===== config.mk =====
export PLATFORM = sky130hd
export DESIGN_NAME = dmrs_mode_ctrl
export DESIGN_NICKNAME = d
export VERILOG_FILES = /design/src/dmrs_pkg.sv /design/src/dmrs_ref_picker.sv /design/src/dmrs_mode_ctrl.sv
export SDC_FILE = /design/constraint.sdc
export NUM_CORES = 1
export LEC_CHECK = 0
export BUFFER_PORTS_ARGS = -buffer_cell sky130_fd_sc_hd__buf_2
export CAP_MARGIN = 20
export CORE_ASPECT_RATIO = 0.5
export CORE_MARGIN = 5
export CORE_UTILIZATION = 43
export CTS_CLUSTER_SIZE = 24
export DETAILED_ROUTE_END_ITERATION = 7
export HOLD_SLACK_MARGIN = 0.03
export PLACE_DENSITY = 0.68
export SLEW_MARGIN = 20
export SYNTH_ARGS = -nofsm -noshare
export SYNTH_HDL_FRONTEND = slang
export SYNTH_HIERARCHICAL = 1
export SYNTH_SLANG_ARGS = --single-unit

===== constraint.sdc =====
create_clock -name mclk -period 8.5 [get_ports mclk]
set_input_delay 1.275 -clock mclk [delete_from_list [all_inputs] [get_ports mclk]]
set_output_delay 1.275 -clock mclk [all_outputs]
set_load 0.1 [all_outputs]

===== src/dmrs_pkg.sv =====
// Package for the loop mode and reference choice block
package dmrs_pkg;
  // Register offsets and reset values
  localparam logic [7:0] MODE_REG_ADDR      = 8'h38;
  localparam logic [7:0] MODE_REG_RESET     = 8'h03;
  localparam logic [7:0] FAILMASK_REG_ADDR  = 8'h39;
  localparam logic [7:0] FAILMASK_REG_RESET = 8'h87;
  // Field positions in the mode register
  localparam int MODE_LSB   = 0;
  localparam int RSVD_LSB   = 2;
  localparam int EXTFB_BIT  = 5;
  localparam int REFSEL_LSB = 6;
  localparam logic [2:0] RSVD_DEFAULT = 3'h0;
  // Priority layout and count of references
  localparam int              NUM_REFS      = 4;
  localparam int              PRIO_W        = 3;
  localparam logic [PRIO_W-1:0] PRIO_DISABLED = 3'h7;
  localparam logic [PRIO_W-1:0] PRIO_RESET    = 3'h0;

  // Operating modes as the two-bit field encodes them
  typedef enum logic [1:0] {
    DMRS_FREERUN  = 2'b00,
    DMRS_HOLDOVER = 2'b01,
    DMRS_FORCED   = 2'b10,
    DMRS_AUTO     = 2'b11
  } dmrs_mode_t;

  // Loop state shown to the phase-locking loop
  typedef enum logic [1:0] {
    DMRS_ST_FREERUN = 2'b00,
    DMRS_ST_LOCKING = 2'b01,
    DMRS_ST_HOLD    = 2'b10
  } dmrs_state_t;

  // Register access strobe group
  typedef struct packed {
    logic       wrEn;
    logic       rdEn;
    logic [7:0] addr;
    logic [7:0] wdata;
  } dmrs_regreq_t;

  // Control handed to the loop
  typedef struct packed {
    dmrs_state_t state;
    logic [1:0]  activeRef;
    logic        useOscOnly;
    logic        extFbOn;
  } dmrs_loopctl_t;
endpackage : dmrs_pkg


===== src/dmrs_ref_picker.sv =====
// Automatic reference picker with revertive and non-revertive switching
`timescale 1ns/100ps
module dmrs_ref_picker #(
  parameter int NREF = dmrs_pkg::NUM_REFS,
  parameter int PW   = dmrs_pkg::PRIO_W
) (
  // Clock and reset
  input  wire logic                    mclk,
  input  wire logic                    rstn,
  // Inputs
  input  wire logic                    enable,
  input  wire logic [NREF-1:0]         refAvail,
  input  wire logic [NREF*PW-1:0]      refRank,
  // Outputs
  output logic      [$clog2(NREF)-1:0] pickedRef,
  output logic                         anyUsable
);
  import dmrs_pkg::*;

  localparam int IW = $clog2(NREF);

  // Usable means available and not disabled by rank
  function automatic logic usable(input logic av, input logic [PW-1:0] rk);
    return av && (rk != PRIO_DISABLED[PW-1:0]);
  endfunction : usable

  logic [NREF-1:0] use_v;
  genvar g;
  generate
    for (g = 0; g < NREF; g++) begin : g_use
      assign use_v[g] = usable(refAvail[g], refRank[g*PW +: PW]);
    end
  endgenerate

  // Best candidate: lowest rank wins, lowest index breaks ties
  logic [IW-1:0] bestIdx;
  logic [PW-1:0] bestRank;
  always_comb begin
    bestIdx  = '0;
    bestRank = PRIO_DISABLED[PW-1:0];
    for (int i = NREF - 1; i >= 0; i--) begin
      if (use_v[i] && refRank[i*PW +: PW] <= bestRank) begin
        bestIdx  = IW'(i);
        bestRank = refRank[i*PW +: PW];
      end
    end
  end

  wire            curUsable = use_v[pickedRef];
  wire [PW-1:0]   curRank   = refRank[pickedRef*PW +: PW];
  assign anyUsable = |use_v;
  // Stay on equal rank, revert only to a strictly better one
  wire            doSwitch  = !curUsable || (bestRank < curRank);

  // Selection memory; kept while disabled so holdover knows the last ref
  always_ff @(posedge mclk) begin
    if (!rstn) begin
      pickedRef <= '0;
    end else if (enable && anyUsable && doSwitch) begin
      pickedRef <= bestIdx;
    end
  end
endmodule : dmrs_ref_picker


===== src/dmrs_mode_ctrl.sv =====
// Loop mode and reference choice control with its two registers
// Behaviour
// - Mode field 00 freerun, 01 forced holdover, 10 forced reference, 11 automatic.
// - Automatic picks by availability and rank; holdover only when none usable.
// - Forced mode tracks only chosen reference; holdover if it fails, never switch.
// - Forced holdover ignores references, holds on the last locked reference.
// - Freerun derives outputs only from the local oscillator input.
// - Feedback enable set uses external feedback phase; clear ignores it.
// - The single feedback phase is used whenever enabled, whatever loop makes it.
// - In automatic mode the reference field reads back the selected reference.
// - In forced mode the reference field is writable, choosing reference 0 to 3.
// - In freerun and forced holdover the reference field is ignored.
// - Lower rank wins, 111 disables, revert to better, no equal-rank switching.
`timescale 1ns/100ps
module dmrs_mode_ctrl #(
  parameter int NREF = dmrs_pkg::NUM_REFS,
  parameter int PW   = dmrs_pkg::PRIO_W
) (
  // Clock and reset
  input  wire logic                  mclk,
  input  wire logic                  rstn,
  // Register port
  input  dmrs_pkg::dmrs_regreq_t     regReq,
  output logic [7:0]                 regRdata,
  output logic                       regRvalid,
  // Reference monitor indications and ranks
  input  wire logic [NREF-1:0]       refAvail,
  input  wire logic [NREF*PW-1:0]    refRank,
  // Control to the loop
  output dmrs_pkg::dmrs_loopctl_t    loopCtl,
  output logic [7:0]                 refFailMask
);
  import dmrs_pkg::*;

  localparam int IW = $clog2(NREF);

  // Stored mode register fields and the last locked reference
  dmrs_mode_t    loop_operating_select;
  logic [2:0]    modeRsvd;
  logic          external_feedback_compensation_on;
  logic [IW-1:0] forcedRef;
  logic [IW-1:0] lastRef;

  // Address decode
  wire wrMode = regReq.wrEn && (regReq.addr == MODE_REG_ADDR);
  wire wrMask = regReq.wrEn && (regReq.addr == FAILMASK_REG_ADDR);

  // Mode decode
  wire isAuto     = (loop_operating_select == DMRS_AUTO);
  wire isForced   = (loop_operating_select == DMRS_FORCED);
  wire isHoldover = (loop_operating_select == DMRS_HOLDOVER);
  wire isFreerun  = (loop_operating_select == DMRS_FREERUN);

  // Automatic picker runs only in automatic mode
  logic [IW-1:0] autoRef;
  logic          anyUsable;
  dmrs_ref_picker #(
    .NREF (NREF),
    .PW   (PW)
  ) u_picker (
    .mclk      (mclk),
    .rstn      (rstn),
    .enable    (isAuto),
    .refAvail  (refAvail),
    .refRank   (refRank),
    .pickedRef (autoRef),
    .anyUsable (anyUsable)
  );

  // Forced reference is only judged by its own availability
  wire forcedOk = refAvail[forcedRef];

  // Loop state per mode
  dmrs_state_t next_state;
  logic [IW-1:0] next_active;
  always_comb begin
    next_state  = DMRS_ST_HOLD;
    next_active = lastRef;
    unique case (loop_operating_select)
      DMRS_FREERUN: begin
        next_state = DMRS_ST_FREERUN;
      end
      DMRS_HOLDOVER: begin
        next_state = DMRS_ST_HOLD;
      end
      DMRS_FORCED: begin
        next_active = forcedRef;
        next_state  = forcedOk ? DMRS_ST_LOCKING : DMRS_ST_HOLD;
      end
      DMRS_AUTO: begin
        next_active = autoRef;
        next_state  = anyUsable ? DMRS_ST_LOCKING : DMRS_ST_HOLD;
      end
    endcase
  end

  // Mode register storage; reference bits only take writes in forced mode or when the write selects forced mode
  wire nextForcedMode = regReq.wdata[MODE_LSB +: 2] == DMRS_FORCED;
  always_ff @(posedge mclk) begin
    if (!rstn) begin
      loop_operating_select             <= dmrs_mode_t'(MODE_REG_RESET[MODE_LSB +: 2]);
      modeRsvd                          <= MODE_REG_RESET[RSVD_LSB +: 3];
      external_feedback_compensation_on <= MODE_REG_RESET[EXTFB_BIT];
      forcedRef                         <= MODE_REG_RESET[REFSEL_LSB +: 2];
    end else if (wrMode) begin
      loop_operating_select             <= dmrs_mode_t'(regReq.wdata[MODE_LSB +: 2]);
      modeRsvd                          <= regReq.wdata[RSVD_LSB +: 3];
      external_feedback_compensation_on <= regReq.wdata[EXTFB_BIT];
      if (nextForcedMode || isForced) begin
        forcedRef <= regReq.wdata[REFSEL_LSB +: 2];
      end
    end
  end

  // Failure mask register, passed on to the monitors
  always_ff @(posedge mclk) begin
    if (!rstn) begin
      refFailMask <= FAILMASK_REG_RESET;
    end else if (wrMask) begin
      refFailMask <= regReq.wdata;
    end
  end

  // Last locked reference, used as the holdover basis
  always_ff @(posedge mclk) begin
    if (!rstn) begin
      lastRef <= '0;
    end else if (next_state == DMRS_ST_LOCKING) begin
      lastRef <= next_active;
    end
  end

  // Registered loop control; feedback usage does not depend on its source
  always_ff @(posedge mclk) begin
    if (!rstn) begin
      loopCtl <= '{state: DMRS_ST_FREERUN, activeRef: '0, useOscOnly: 1'b1, extFbOn: 1'b0};
    end else begin
      loopCtl.state      <= next_state;
      loopCtl.activeRef  <= next_active;
      loopCtl.useOscOnly <= isFreerun;
      loopCtl.extFbOn    <= external_feedback_compensation_on;
    end
  end

  // Read back: reference field is status in automatic mode
  wire [1:0] reference_choice_field = isAuto ? autoRef : forcedRef;
  wire [7:0] modeRead = {reference_choice_field, external_feedback_compensation_on,
                         modeRsvd, loop_operating_select};
  always_ff @(posedge mclk) begin
    if (!rstn) begin
      regRdata  <= 8'h00;
      regRvalid <= 1'b0;
    end else begin
      regRvalid <= regReq.rdEn;
      if (regReq.rdEn) begin
        regRdata <= (regReq.addr == MODE_REG_ADDR)     ? modeRead :
                    (regReq.addr == FAILMASK_REG_ADDR) ? refFailMask : 8'h00;
      end
    end
  end
endmodule : dmrs_mode_ctrl


==> results.json, run 1 <==
{
  "status": "complete, no violations",
  "layout_worst_path_cycle_share": 0.676,
  "endpoint_class_of_the_critical_path": "flop",
  "routabilityCongestion": 0.893,
  "globalRouteOverflowTotal": 0,
  "place.port_buffers": 58,
  "worstPathArrival_ns": 5.96,
  "critical_path_required_ns": 8.72,
  "post_synth_inst_count": 238,
  "routed_wire_length_per_instance_microns": 14.2,
  "dominant_combinational_cell_family_by_area_after_synthesis": "multiplexers",
  "power_leakage_nw": 1.28,
  "number_of_global_route_vias_before_repair": 1825,
  "clk_pin_slew_worst_paths_ns": 0.07,
  "critical_path.max_fanout": 5,
  "regToRegStartpoint": "u_picker/pickedRef[0]",
  "area_growth_syn_to_layout_pct": 19.7,
  "fillCellCount": 452,
  "synth-async-reset-ratio": 0,
  "remaining_drc_errors": 0,
  "multi_input_area_sq_mm": 0.00132,
  "std_cell_rows": 18,
  "post_synth.cell_area_avg_sq_um": 9.01,
  "synth-adder-area-share": 0.0467,
  "initial_antenna_violation_count": 0,
  "drive_above_1_share": 0.266,
  "power.density_cell_area_mw_per_mm2": 156,
  "wirelength_microns": 5140,
  "synth.mux.area_fraction": 0.221,
  "crit_type": "in2reg",
  "clock-sinks": 35,
  "critical-path-slowest-cell": "sky130_fd_sc_hd__ha_1",
  "post-cts-setup-buffer-count": 0,
  "worstRegToRegCells": 8,
  "grt_util_all_layers": 0.165,
  "cts-root-to-sink-buffers": 2,
  "setup_viol": 0,
  "placeableCoreArea_sq_mm": 0.00486,
  "hold_critical_path_endpoint": "refFailMask[0]",
  "yosys.area_share.simple": 0.216,
  "primary_flip_flop_cell_chosen_by_synthesis_mapping": "sky130_fd_sc_hd__dfxtp_1",
  "finish.net_count": 337,
  "critical-path-max-stage-delay_ns": 0.32,
  "syn-num-nets": 282,
  "die_width_microns": 110,
  "die-height_microns": 59.9,
  "crit_chain": "buf_2 -> nand2b_1 -> ha_1 -> o2bb2ai_1 -> a22o_1 -> mux2i_1 -> and2_1 -> ha_1 -> nand2_1 -> o221ai_1 -> nand4b_1 -> mux2i_1 -> ha_1 -> nor2b_1 -> o21a_1 -> o21ai_0 -> nand3_1 -> mux2i_1 -> ha_1 -> nand2_1 -> a311o_1 -> a41o_1 -> o2111ai_2 -> mux2i_1",
  "grt_max_degree": 40,
  "timing.hold.worst.class": "reg2reg",
  "fmaxAchievable_mhz": 174,
  "maxCapViolations": 0,
  "clock_skew_ns": 0.00571,
  "r2r_slack_ns": 6.16,
  "floorplan.die_area_sq_mm": 0.00659,
  "htreeDepth": 2,
  "synth-compound-area-share": 0.133,
  "maxSlewHeadroom": 0.629,
  "peakVddDrop_mv": 0.0628,
  "post-place-cells": 356,
  "yosys_warnings": 6,
  "pin_count": 59,
  "synth_seq_cells": 35,
  "drtAntennaViolNets": 0,
  "synthXorXnorAreaFrac": 0,
  "crit-reg2reg-capture": "u_picker/pickedRef[1]",
  "hold_start": "refFailMask[0]",
  "synthDistinctLibCells": 42,
  "grt_pass1_wl_microns": 8410,
  "worst-slew-pin-transition_ns": 0.557,
  "via_per_inst": 5.18,
  "antenna-diode-count": 0,
  "slew_viol_final": 0,
  "insertion_delay_ns": 0.29,
  "syn_std_cell_area_sq_mm": 0.00214,
  "synth-edff-count": 0,
  "dp_hpwl_microns": 3930,
  "ctsHoldBuffers": 0,
  "path_delay_family": "compound AO/OA/AOI/OAI gates",
  "number_of_buffers_inserted_during_clock_tree_synthesis": 5,
  "final.setup.tns_ns": 0,
  "drt_pass1_iterations": 5,
  "period_needed_ns": 5.75,
  "cp.buffers_inverters": 1,
  "synth_sequential_area_ratio": 0.327,
  "effective_utilization_at_floorplan": 0.441,
  "root_buffer": "sky130_fd_sc_hd__clkbuf_8",
  "fin_cells": 363,
  "start_kind": "input port",
  "tritoncts": "built",
  "detailroute.via_count": 1881,
  "post_cts_resize_count": 0,
  "worstHoldPathCells": 2,
  "final-seq-area_sq_um": 701,
  "rsz0062_at_grt": "false",
  "detailedRoute.firstIterationViolations": 48,
  "final_util": 0.528,
  "finalHoldViolCount": 0
}
==> layout by cell type, fill, tap and decap left out, types with 3 or more instances in the layout <==
cell / n
sky130_fd_sc_hd__mux2_2: 4
sky130_fd_sc_hd__o21ai_0: 8
sky130_fd_sc_hd__dfxtp_1: 35
sky130_fd_sc_hd__clkbuf_8: 6
sky130_fd_sc_hd__o211a_1: 4
sky130_fd_sc_hd__nand3_1: 9
sky130_fd_sc_hd__inv_1: 20
sky130_fd_sc_hd__nor2b_1: 15
sky130_fd_sc_hd__nor2_1: 3
sky130_fd_sc_hd__mux2i_1: 33
sky130_fd_sc_hd__nand2_1: 27
sky130_fd_sc_hd__a21oi_1: 7
sky130_fd_sc_hd__buf_2: 58
sky130_fd_sc_hd__o22ai_1: 7
sky130_fd_sc_hd__nand2b_1: 3
sky130_fd_sc_hd__and2_1: 12
sky130_fd_sc_hd__ha_1: 8
sky130_fd_sc_hd__o211ai_1: 3
==> synth_stat cells (3+ instances only) <==
| master | instances | area (sq um) |
|---|---|---|
| sky130_fd_sc_hd__nor2_1 | 3 | 11.3 |
| sky130_fd_sc_hd__nor2b_1 | 15 | 93.8 |
| sky130_fd_sc_hd__o21ai_0 | 8 | 40.0 |
| sky130_fd_sc_hd__nand2b_1 | 3 | 18.8 |
| sky130_fd_sc_hd__clkbuf_1 | 7 | 26.3 |
| sky130_fd_sc_hd__o211a_1 | 4 | 40.0 |
| sky130_fd_sc_hd__mux2_2 | 4 | 45.0 |
| sky130_fd_sc_hd__and2_1 | 12 | 75.1 |
| sky130_fd_sc_hd__nand3_1 | 9 | 45.0 |
| sky130_fd_sc_hd__o211ai_1 | 3 | 22.5 |
| sky130_fd_sc_hd__ha_1 | 8 | 100 |
| sky130_fd_sc_hd__o22ai_1 | 7 | 43.8 |
| sky130_fd_sc_hd__nand2_1 | 27 | 101 |
| sky130_fd_sc_hd__inv_1 | 20 | 75.1 |
| sky130_fd_sc_hd__dfxtp_1 | 35 | 701 |
| sky130_fd_sc_hd__a21oi_1 | 7 | 35.0 |
| sky130_fd_sc_hd__mux2i_1 | 33 | 330 |
==> final cells by class <==
type                    instances  area share
multi-input cells             172       0.515
flip-flops and latches         35       0.273
repair buffers                 58       0.113
well taps                      70      0.0341
clock buffers                   6      0.0322
inverters                      21      0.0307
clock inverters                 1     0.00195
==> power by group <==
part / switching, W / internal, W / leakage, nW
Sequential: 0.00000627 / 0.000169 / 0.284
Clock: 0.0000577 / 0.0000635 / 0.0470
Combinational: 0.0000608 / 0.0000440 / 0.952
Total: 0.000125 / 0.000277 / 1.28
==> registers in the layout, indices dropped and copies added (netlist names) <==
name / cells
regRdata: 8
forcedRef: 2
refFailMask: 8
external_feedback_compensation_on: 1
u_picker/pickedRef: 2
loopCtl: 6
lastRef: 2
loop_operating_select: 2
modeRsvd: 3
regRvalid: 1
==> layer usage <==
metal	GRT usage	share of wire
met1	0.203	0.47
met2	0.287	0.46
met3	0.0388	0.059
met4	0.0586	0.016
met5	0	0
==> through the flow <==
step           worst slack, ns  hold slack, ns  instance area, sq um  total power [W]
4_1_cts                   2.79           0.499                  2570         0.000407
3_3_place_gp              2.72           0.482                  2480         0.000280
5_1_grt                   2.41           0.517                  2570         0.000426
3_5_place_dp              2.48           0.483                  2480         0.000284
6_report                  2.75           0.500                  2570         0.000401
2_1_floorplan             3.11           0.451                  2140         0.000255
==> how the worst max path moves through the flow <==
stage / startpoint / endpoint / slack, ns / cells past startpoint
detailed placement: refRank[9] / u_picker/pickedRef[1] / 2.48 / 24
CTS: refRank[9] / u_picker/pickedRef[1] / 2.79 / 24
global route: refRank[9] / u_picker/pickedRef[1] / 2.41 / 24
finish: refRank[9] / u_picker/pickedRef[1] / 2.75 / 24
floorplan: refRank[9] / u_picker/pickedRef[0] / 3.11 / 23
global placement: refRank[9] / u_picker/pickedRef[0] / 2.72 / 24
==> cell families after synthesis <==
| family | Yosys count |
|---|---|
| AO/OA/AOI/OAI | 41 |
| adder cells (fa/ha/maj) | 8 |
| buffers and inverters | 31 |
| flip-flops | 35 |
| multiplexers | 41 |
| AND/OR/NAND/NOR | 82 |
==> worst reg2reg max path, delay by kind of cell (launching register included) <==
kind	cells	cell delay [ns]
fa+ha+maj	1	0.13
compound gates	3	0.59
mux	2	0.82
simple gates	1	0.06
buf+inv	1	0.08
flops	1	0.58
Note: power is estimated with default switching activity, not from simulation.
==> run 2, diff against run 1 <==
==> constraint.sdc (replaced) <==
create_clock -name mclk -period 5.9 [get_ports mclk]
set_input_delay 0.885 -clock mclk [delete_from_list [all_inputs] [get_ports mclk]]
set_output_delay 0.885 -clock mclk [all_outputs]
set_load 0.1 [all_outputs]
==> results.json, run 2 (synthesized netlist as in run 1, its figures left out) <==
{
  "finalHoldViolCount": 0,
  "setup_ws_ns": 0.545,
  "clock-sinks": 35,
  "setup_viol": 0,
  "detailedRoute.firstIterationViolations": 66,
  "clk_pin_slew_worst_paths_ns": 0.07,
  "grt_util_all_layers": 0.162,
  "placement.cell_area_sq_mm": 0.00248,
  "critical_path.max_fanout": 5,
  "commonest_cells_after_routing_fill_and_taps_aside": "58 x sky130_fd_sc_hd__buf_2, 35 x sky130_fd_sc_hd__dfxtp_1, 33 x sky130_fd_sc_hd__mux2i_1",
  "timing.hold.worst.class": "reg2reg",
  "globalRouteOverflowTotal": 0,
  "remaining_drc_errors": 0,
  "finish.net_count": 337,
  "crit-reg2reg-capture": "u_picker/pickedRef[1]",
  "floorplan.die_area_sq_mm": 0.00659,
  "dp_hpwl_microns": 3910,
  "pin_count": 59,
  "fmaxAchievable_mhz": 187,
  "place.port_buffers": 58,
  "hold_start": "external_feedback_compensation_on",
  "largestRegisters": "refFailMask: 8 flops, regRdata: 8 flops, loopCtl: 6 flops",
  "power_leakage_nw": 1.28,
  "clock_skew_ns": 0.00283,
  "detailroute.via_count": 1870,
  "post-place-ws_ns": 0.273,
  "ctsHoldBuffers": 0,
  "insertion_delay_ns": 0.28,
  "via_per_inst": 5.14,
  "peakVddDrop_mv": 0.0909,
  "routed_wire_length_per_instance_microns": 13.8,
  "placeableCoreArea_sq_mm": 0.00486,
  "cts-root-to-sink-buffers": 2,
  "layout_worst_path_cycle_share": 0.908,
  "initial_antenna_violation_count": 0,
  "fillCellCount": 472,
  "grt_max_degree": 40,
  "drt_pass1_iterations": 4,
  "area_growth_syn_to_layout_pct": 19.4,
  "routabilityCongestion": 0.910,
  "final.setup.tns_ns": 0,
  "crit_type": "in2reg",
  "tritoncts": "built",
  "worstPathArrival_ns": 5.56,
  "number_of_buffers_inserted_during_clock_tree_synthesis": 5,
  "wirelength_microns": 5020,
  "rsz0062_at_grt": "false",
  "critical-path-slowest-cell": "sky130_fd_sc_hd__ha_1",
  "maxSlewHeadroom": 0.628,
  "r2r_slack_ns": 3.53,
  "post-cts-setup-buffer-count": 0,
  "post_cts_resize_count": 0,
  "maxCapViolations": 0,
  "drtAntennaViolNets": 0,
  "status": "complete, no violations",
  "htreeDepth": 2,
  "root_buffer": "sky130_fd_sc_hd__clkbuf_8",
  "effective_utilization_at_floorplan": 0.441,
  "antenna-diode-count": 0,
  "most_common_cell_after_layout_fill_and_taps_aside": "sky130_fd_sc_hd__buf_2",
  "number_of_global_route_vias_before_repair": 1822,
  "grt_pass1_wl_microns": 8420,
  "hold_critical_path_endpoint": "loopCtl[0]",
  "drive_above_1_share": 0.262,
  "endpoint_class_of_the_critical_path": "flop",
  "crit_chain": "buf_2 -> nand2b_1 -> ha_1 -> o21bai_1 -> a22o_1 -> mux2i_1 -> and2_1 -> ha_1 -> nand2_1 -> o221ai_1 -> nand4b_1 -> mux2i_1 -> ha_1 -> nor2b_1 -> o21a_1 -> o21ai_0 -> nand3_1 -> mux2i_1 -> ha_1 -> nand2_1 -> a311o_1 -> a41o_1 -> o2111ai_2 -> mux2i_1",
  "slew_viol_final": 0,
  "die_width_microns": 110,
  "power.density_cell_area_mw_per_mm2": 221,
  "regToRegStartpoint": "u_picker/pickedRef[0]",
  "critical-path-max-stage-delay_ns": 0.32,
  "finalHoldWorstSlack_ns": 0.489,
  "worst-slew-pin-transition_ns": 0.557,
  "std_cell_rows": 18,
  "period_needed_ns": 5.35,
  "die-height_microns": 59.9,
  "start_kind": "input port",
  "worstHoldPathCells": 1,
  "critical_path_required_ns": 6.11,
  "worstRegToRegCells": 8,
  "finalInstanceArea_sq_mm": 0.00256
}
run 2: cell count changes in the layout (fill, tap and decap cells not counted):
| cell | previous run | this run |
|---|---|---|
| sky130_fd_sc_hd__clkbuf_8 | 6 | 5 |
| sky130_fd_sc_hd__clkbuf_1 | 0 | 2 |
run 2: how the worst max path moves through the flow:
stage | cells past startpoint | end | slack [ns] | start
floorplan | 23 | u_picker/pickedRef[0] | 0.90 | refRank[9]
global placement | 24 | u_picker/pickedRef[0] | 0.51 | refRank[9]
detailed placement | 24 | u_picker/pickedRef[1] | 0.27 | refRank[9]
CTS | 24 | u_picker/pickedRef[1] | 0.57 | refRank[9]
global route | 24 | u_picker/pickedRef[1] | 0.13 | refRank[9]
finish | 24 | u_picker/pickedRef[1] | 0.55 | refRank[9]
run 2: routing by layer:
layer,up-vias,GRT usage,part of all wire
met1,871,0.209,0.47
met3,2,0.0291,0.061
met2,45,0.281,0.47
met5,-,0,0
met4,0,0.0480,0.0056
li1,952,-,-
run 2: worst max-delay path: cells and delay by family:
kind | cells | cell delay [ns]
AOI/OAI and AO/OA | 8 | 1.47
adders and majority gates | 4 | 1.12
buffers and inverters | 1 | 0.11
muxes | 4 | 0.91
and+or+nand+nor | 7 | 1.08
run 2: final cells by class:
class                      count  area [sq um]  share of cell area
timing repair buffer          58           290               0.113
tap                           70          87.6              0.0342
clock inverter                 1          5.00             0.00196
inverter                      21          78.8              0.0308
clock buffer                   7          76.3              0.0298
multi-input combinational    172          1320               0.516
sequential                    35           701               0.274
run 2: per-stage QoR:
step | util | cells | total power (W)
finish | 0.526 | 364 | 0.000566
global route | 0.526 | 364 | 0.000600
CTS | 0.526 | 364 | 0.000572
detailed placement | 0.510 | 356 | 0.000408
global placement | 0.510 | 356 | 0.000404
floorplan | - | 238 | 0.000367
run 2: power by group:
part | switching [W] | total (W) | internal, W
clock | 0.0000795 | 0.000162 | 0.0000827
sequential | 0.00000900 | 0.000253 | 0.000244
combinational | 0.0000873 | 0.000151 | 0.0000637
total | 0.000176 | 0.000566 | 0.000390
==> run 3, diff against run 2 <==
--- a/config.mk
+++ b/config.mk
@@ -5,6 +5,7 @@
 export SDC_FILE = /design/constraint.sdc
 export NUM_CORES = 1
 export LEC_CHECK = 0
+export ABC_AREA = 1
 export BUFFER_PORTS_ARGS = -buffer_cell sky130_fd_sc_hd__buf_2
 export CAP_MARGIN = 20
 export CORE_ASPECT_RATIO = 0.5
@@ -13,9 +14,10 @@
 export CTS_CLUSTER_SIZE = 24
 export DETAILED_ROUTE_END_ITERATION = 7
 export HOLD_SLACK_MARGIN = 0.03
-export PLACE_DENSITY = 0.68
+export PLACE_DENSITY = 0.67
 export SLEW_MARGIN = 20
 export SYNTH_ARGS = -nofsm -noshare
 export SYNTH_HDL_FRONTEND = slang
 export SYNTH_HIERARCHICAL = 1
 export SYNTH_SLANG_ARGS = --single-unit
+export TNS_END_PERCENT = 10
==> constraint.sdc (replaced) <==
create_clock -name mclk -period 6.9 [get_ports mclk]
set_input_delay 1.035 -clock mclk [delete_from_list [all_inputs] [get_ports mclk]]
set_output_delay 1.035 -clock mclk [all_outputs]
set_load 0.1 [all_outputs]
==> results.json, run 3 <==
{
  "post_synth.cell_area_avg_sq_um": 6.51,
  "fillCellCount": 513,
  "clock-sinks": 35,
  "place.port_buffers": 58,
  "detailedRoute.firstIterationViolations": 124,
  "critical_path_required_ns": 7.09,
  "clock_skew_ns": 0.00324,
  "netlist_top_cells_area": "sky130_fd_sc_hd__dfxtp_1 31%, sky130_fd_sc_hd__nand2_1 13%, sky130_fd_sc_hd__inv_1 8.4%",
  "detailroute.via_count": 2351,
  "syn_std_cell_area_sq_mm": 0.00228,
  "most_common_cell_after_layout_fill_and_taps_aside": "sky130_fd_sc_hd__nand2_1",
  "post_cts_resize_count": 0,
  "commonest_cells_after_routing_fill_and_taps_aside": "81 x sky130_fd_sc_hd__nand2_1, 58 x sky130_fd_sc_hd__buf_2, 51 x sky130_fd_sc_hd__inv_1",
  "syn-num-nets": 394,
  "crit_type": "in2reg",
  "routed_wire_length_per_instance_microns": 12.0,
  "pin_count": 59,
  "critical-path-slowest-cell": "sky130_fd_sc_hd__ha_1",
  "number_of_buffers_inserted_during_clock_tree_synthesis": 5,
  "antenna-diode-count": 0,
  "synth_sequential_area_ratio": 0.307,
  "area_growth_syn_to_layout_pct": 19.9,
  "timing.hold.worst.class": "reg2reg",
  "worstRegToRegCells": 12,
  "finalHoldWorstSlack_ns": 0.448,
  "hold_start": "external_feedback_compensation_on",
  "power_leakage_nw": 1.47,
  "grt_max_degree": 19,
  "finalHoldViolCount": 0,
  "synthDistinctLibCells": 32,
  "fin_total_pwr_w": 0.000673,
  "clk_pin_slew_worst_paths_ns": 0.07,
  "period_needed_ns": 5.18,
  "crit_path_frequent_cell": "sky130_fd_sc_hd__nand2_1",
  "cts-root-to-sink-buffers": 2,
  "maxSlewHeadroom": 0.675,
  "final_util": 0.544,
  "root_buffer": "sky130_fd_sc_hd__clkbuf_8",
  "std_cell_rows": 18,
  "final.setup.tns_ns": 0,
  "peakVddDrop_mv": 0.133,
  "die-height_microns": 61.5,
  "die_width_microns": 113,
  "placement.cell_area_sq_mm": 0.00262,
  "number_of_global_route_vias_before_repair": 2231,
  "routabilityCongestion": 0.838,
  "tritoncts": "built",
  "largestRegisters": "refFailMask: 8 flops, regRdata: 8 flops, loopCtl: 6 flops",
  "power.density_cell_area_mw_per_mm2": 246,
  "effective_utilization_at_floorplan": 0.454,
  "multi_input_area_sq_mm": 0.00131,
  "finalInstanceArea_sq_mm": 0.00273,
  "slew_viol_final": 0,
  "rsz0062_at_grt": "false",
  "layout_worst_path_cycle_share": 0.751,
  "status": "complete, no violations",
  "synthDominantAreaCellType": "sky130_fd_sc_hd__dfxtp_1",
  "primary_flip_flop_cell_chosen_by_synthesis_mapping": "sky130_fd_sc_hd__dfxtp_1",
  "grt_util_all_layers": 0.172,
  "drtAntennaViolNets": 0,
  "yosys_warnings": 6,
  "remaining_drc_errors": 0,
  "via_per_inst": 4.91,
  "fmaxAchievable_mhz": 193,
  "regToRegStartpoint": "u_picker/pickedRef[0]",
  "critical_path.max_fanout": 8,
  "initial_antenna_violation_count": 0,
  "synth_top_cells_by_count": "81 x sky130_fd_sc_hd__nand2_1, 51 x sky130_fd_sc_hd__inv_1, 43 x sky130_fd_sc_hd__nor2_1, 35 x sky130_fd_sc_hd__dfxtp_1, 35 x sky130_fd_sc_hd__nand3_1",
  "synth-edff-count": 0,
  "floorplan.die_area_sq_mm": 0.00695,
  "synth_seq_cells": 35,
  "start_kind": "input port",
  "insertion_delay_ns": 0.29,
  "grt_pass1_wl_microns": 9650,
  "maxCapViolations": 0,
  "globalRouteOverflowTotal": 0,
  "worstPathArrival_ns": 5.37,
  "worstHoldPathCells": 2,
  "cp-startpoint": "refRank[11]",
  "drive_above_1_share": 0.257,
  "worst-slew-pin-transition_ns": 0.491,
  "placeableCoreArea_sq_mm": 0.00502,
  "critical-path-max-stage-delay_ns": 0.32,
  "setup_viol": 0,
  "synth-async-reset-ratio": 0,
  "post-synth-top-area-fraction": 0.307,
  "dp_hpwl_microns": 4480,
  "post_synth_inst_count": 350,
  "wirelength_microns": 5750,
  "htreeDepth": 2,
  "synth.most_common_cell": "sky130_fd_sc_hd__nand2_1",
  "drt_pass1_iterations": 4,
  "ctsHoldBuffers": 0,
  "post-cts-setup-buffer-count": 0,
  "finish.net_count": 452,
  "endpoint_class_of_the_critical_path": "flop",
  "final-seq-area_sq_um": 701
}
==> run 3: cell types whose count changed after synthesis, sizes merged, moves of 11 or more <==
cell   delta
mux2i    -33
nand3    +32
and2     -13
o21ai    +11
nand2    +68
inv      +36
nor2b    -15
nor2     +46
a21oi    +17
==> run 3: worst paths after layout <==
kind                            slack [ns]                    end
worst min-delay path                  0.45             loopCtl[0]
worst min register to register        0.45             loopCtl[0]
worst max register to register        4.99  u_picker/pickedRef[1]
worst max-delay path                  1.72  u_picker/pickedRef[1]
==> run 3: area by class of cell <==
type	count	area share
inverter	59	0.0842
sequential	35	0.256
timing repair buffer	58	0.106
clock inverter	2	0.0128
tap	70	0.0320
clock buffer	6	0.0302
multi-input combinational	249	0.478
==> run 3: kinds of logic (layout without fill, tap and decap cells) <==
group | after synthesis | count (layout) | share of synthesized area
simple gates | 193 | 193 | 0.413
buf+inv | 66 | 125 | 0.119
compound gates | 48 | 48 | 0.117
flops | 35 | 35 | 0.307
fa+ha+maj | 8 | 8 | 0.0439
==> run 3: critical path: cells and delay by family <==
kind,cells,cell delay [ns]
buf+inv,4,0.34
fa+ha+maj,4,1.18
simple gates,21,1.73
compound gates,7,1.07
==> run 3: power by group <==
group,internal [W],switching [W],total (W),leakage (nW)
clock network,0.000117,0.0000744,0.000191,0.0612
logic,0.0000790,0.000165,0.000244,1.12
registers,0.000218,0.0000196,0.000237,0.286
==> run 3: per-stage QoR <==
step	std cells	setup WS [ns]
floorplan	350	2.06
global placement	471	1.74
CTS	479	1.76
finish	479	1.72
global route	479	1.32
detailed placement	471	1.46
==> run 3: per-layer routing <==
metal,GRT usage,share of wire,vias up,wire length (microns)
met5,0,0,-,0
met4,0.0360,0.0078,0,45
li1,-,-,1223,-
met3,0.0520,0.056,4,323
met1,0.209,0.45,1071,2610
met2,0.312,0.48,53,2770
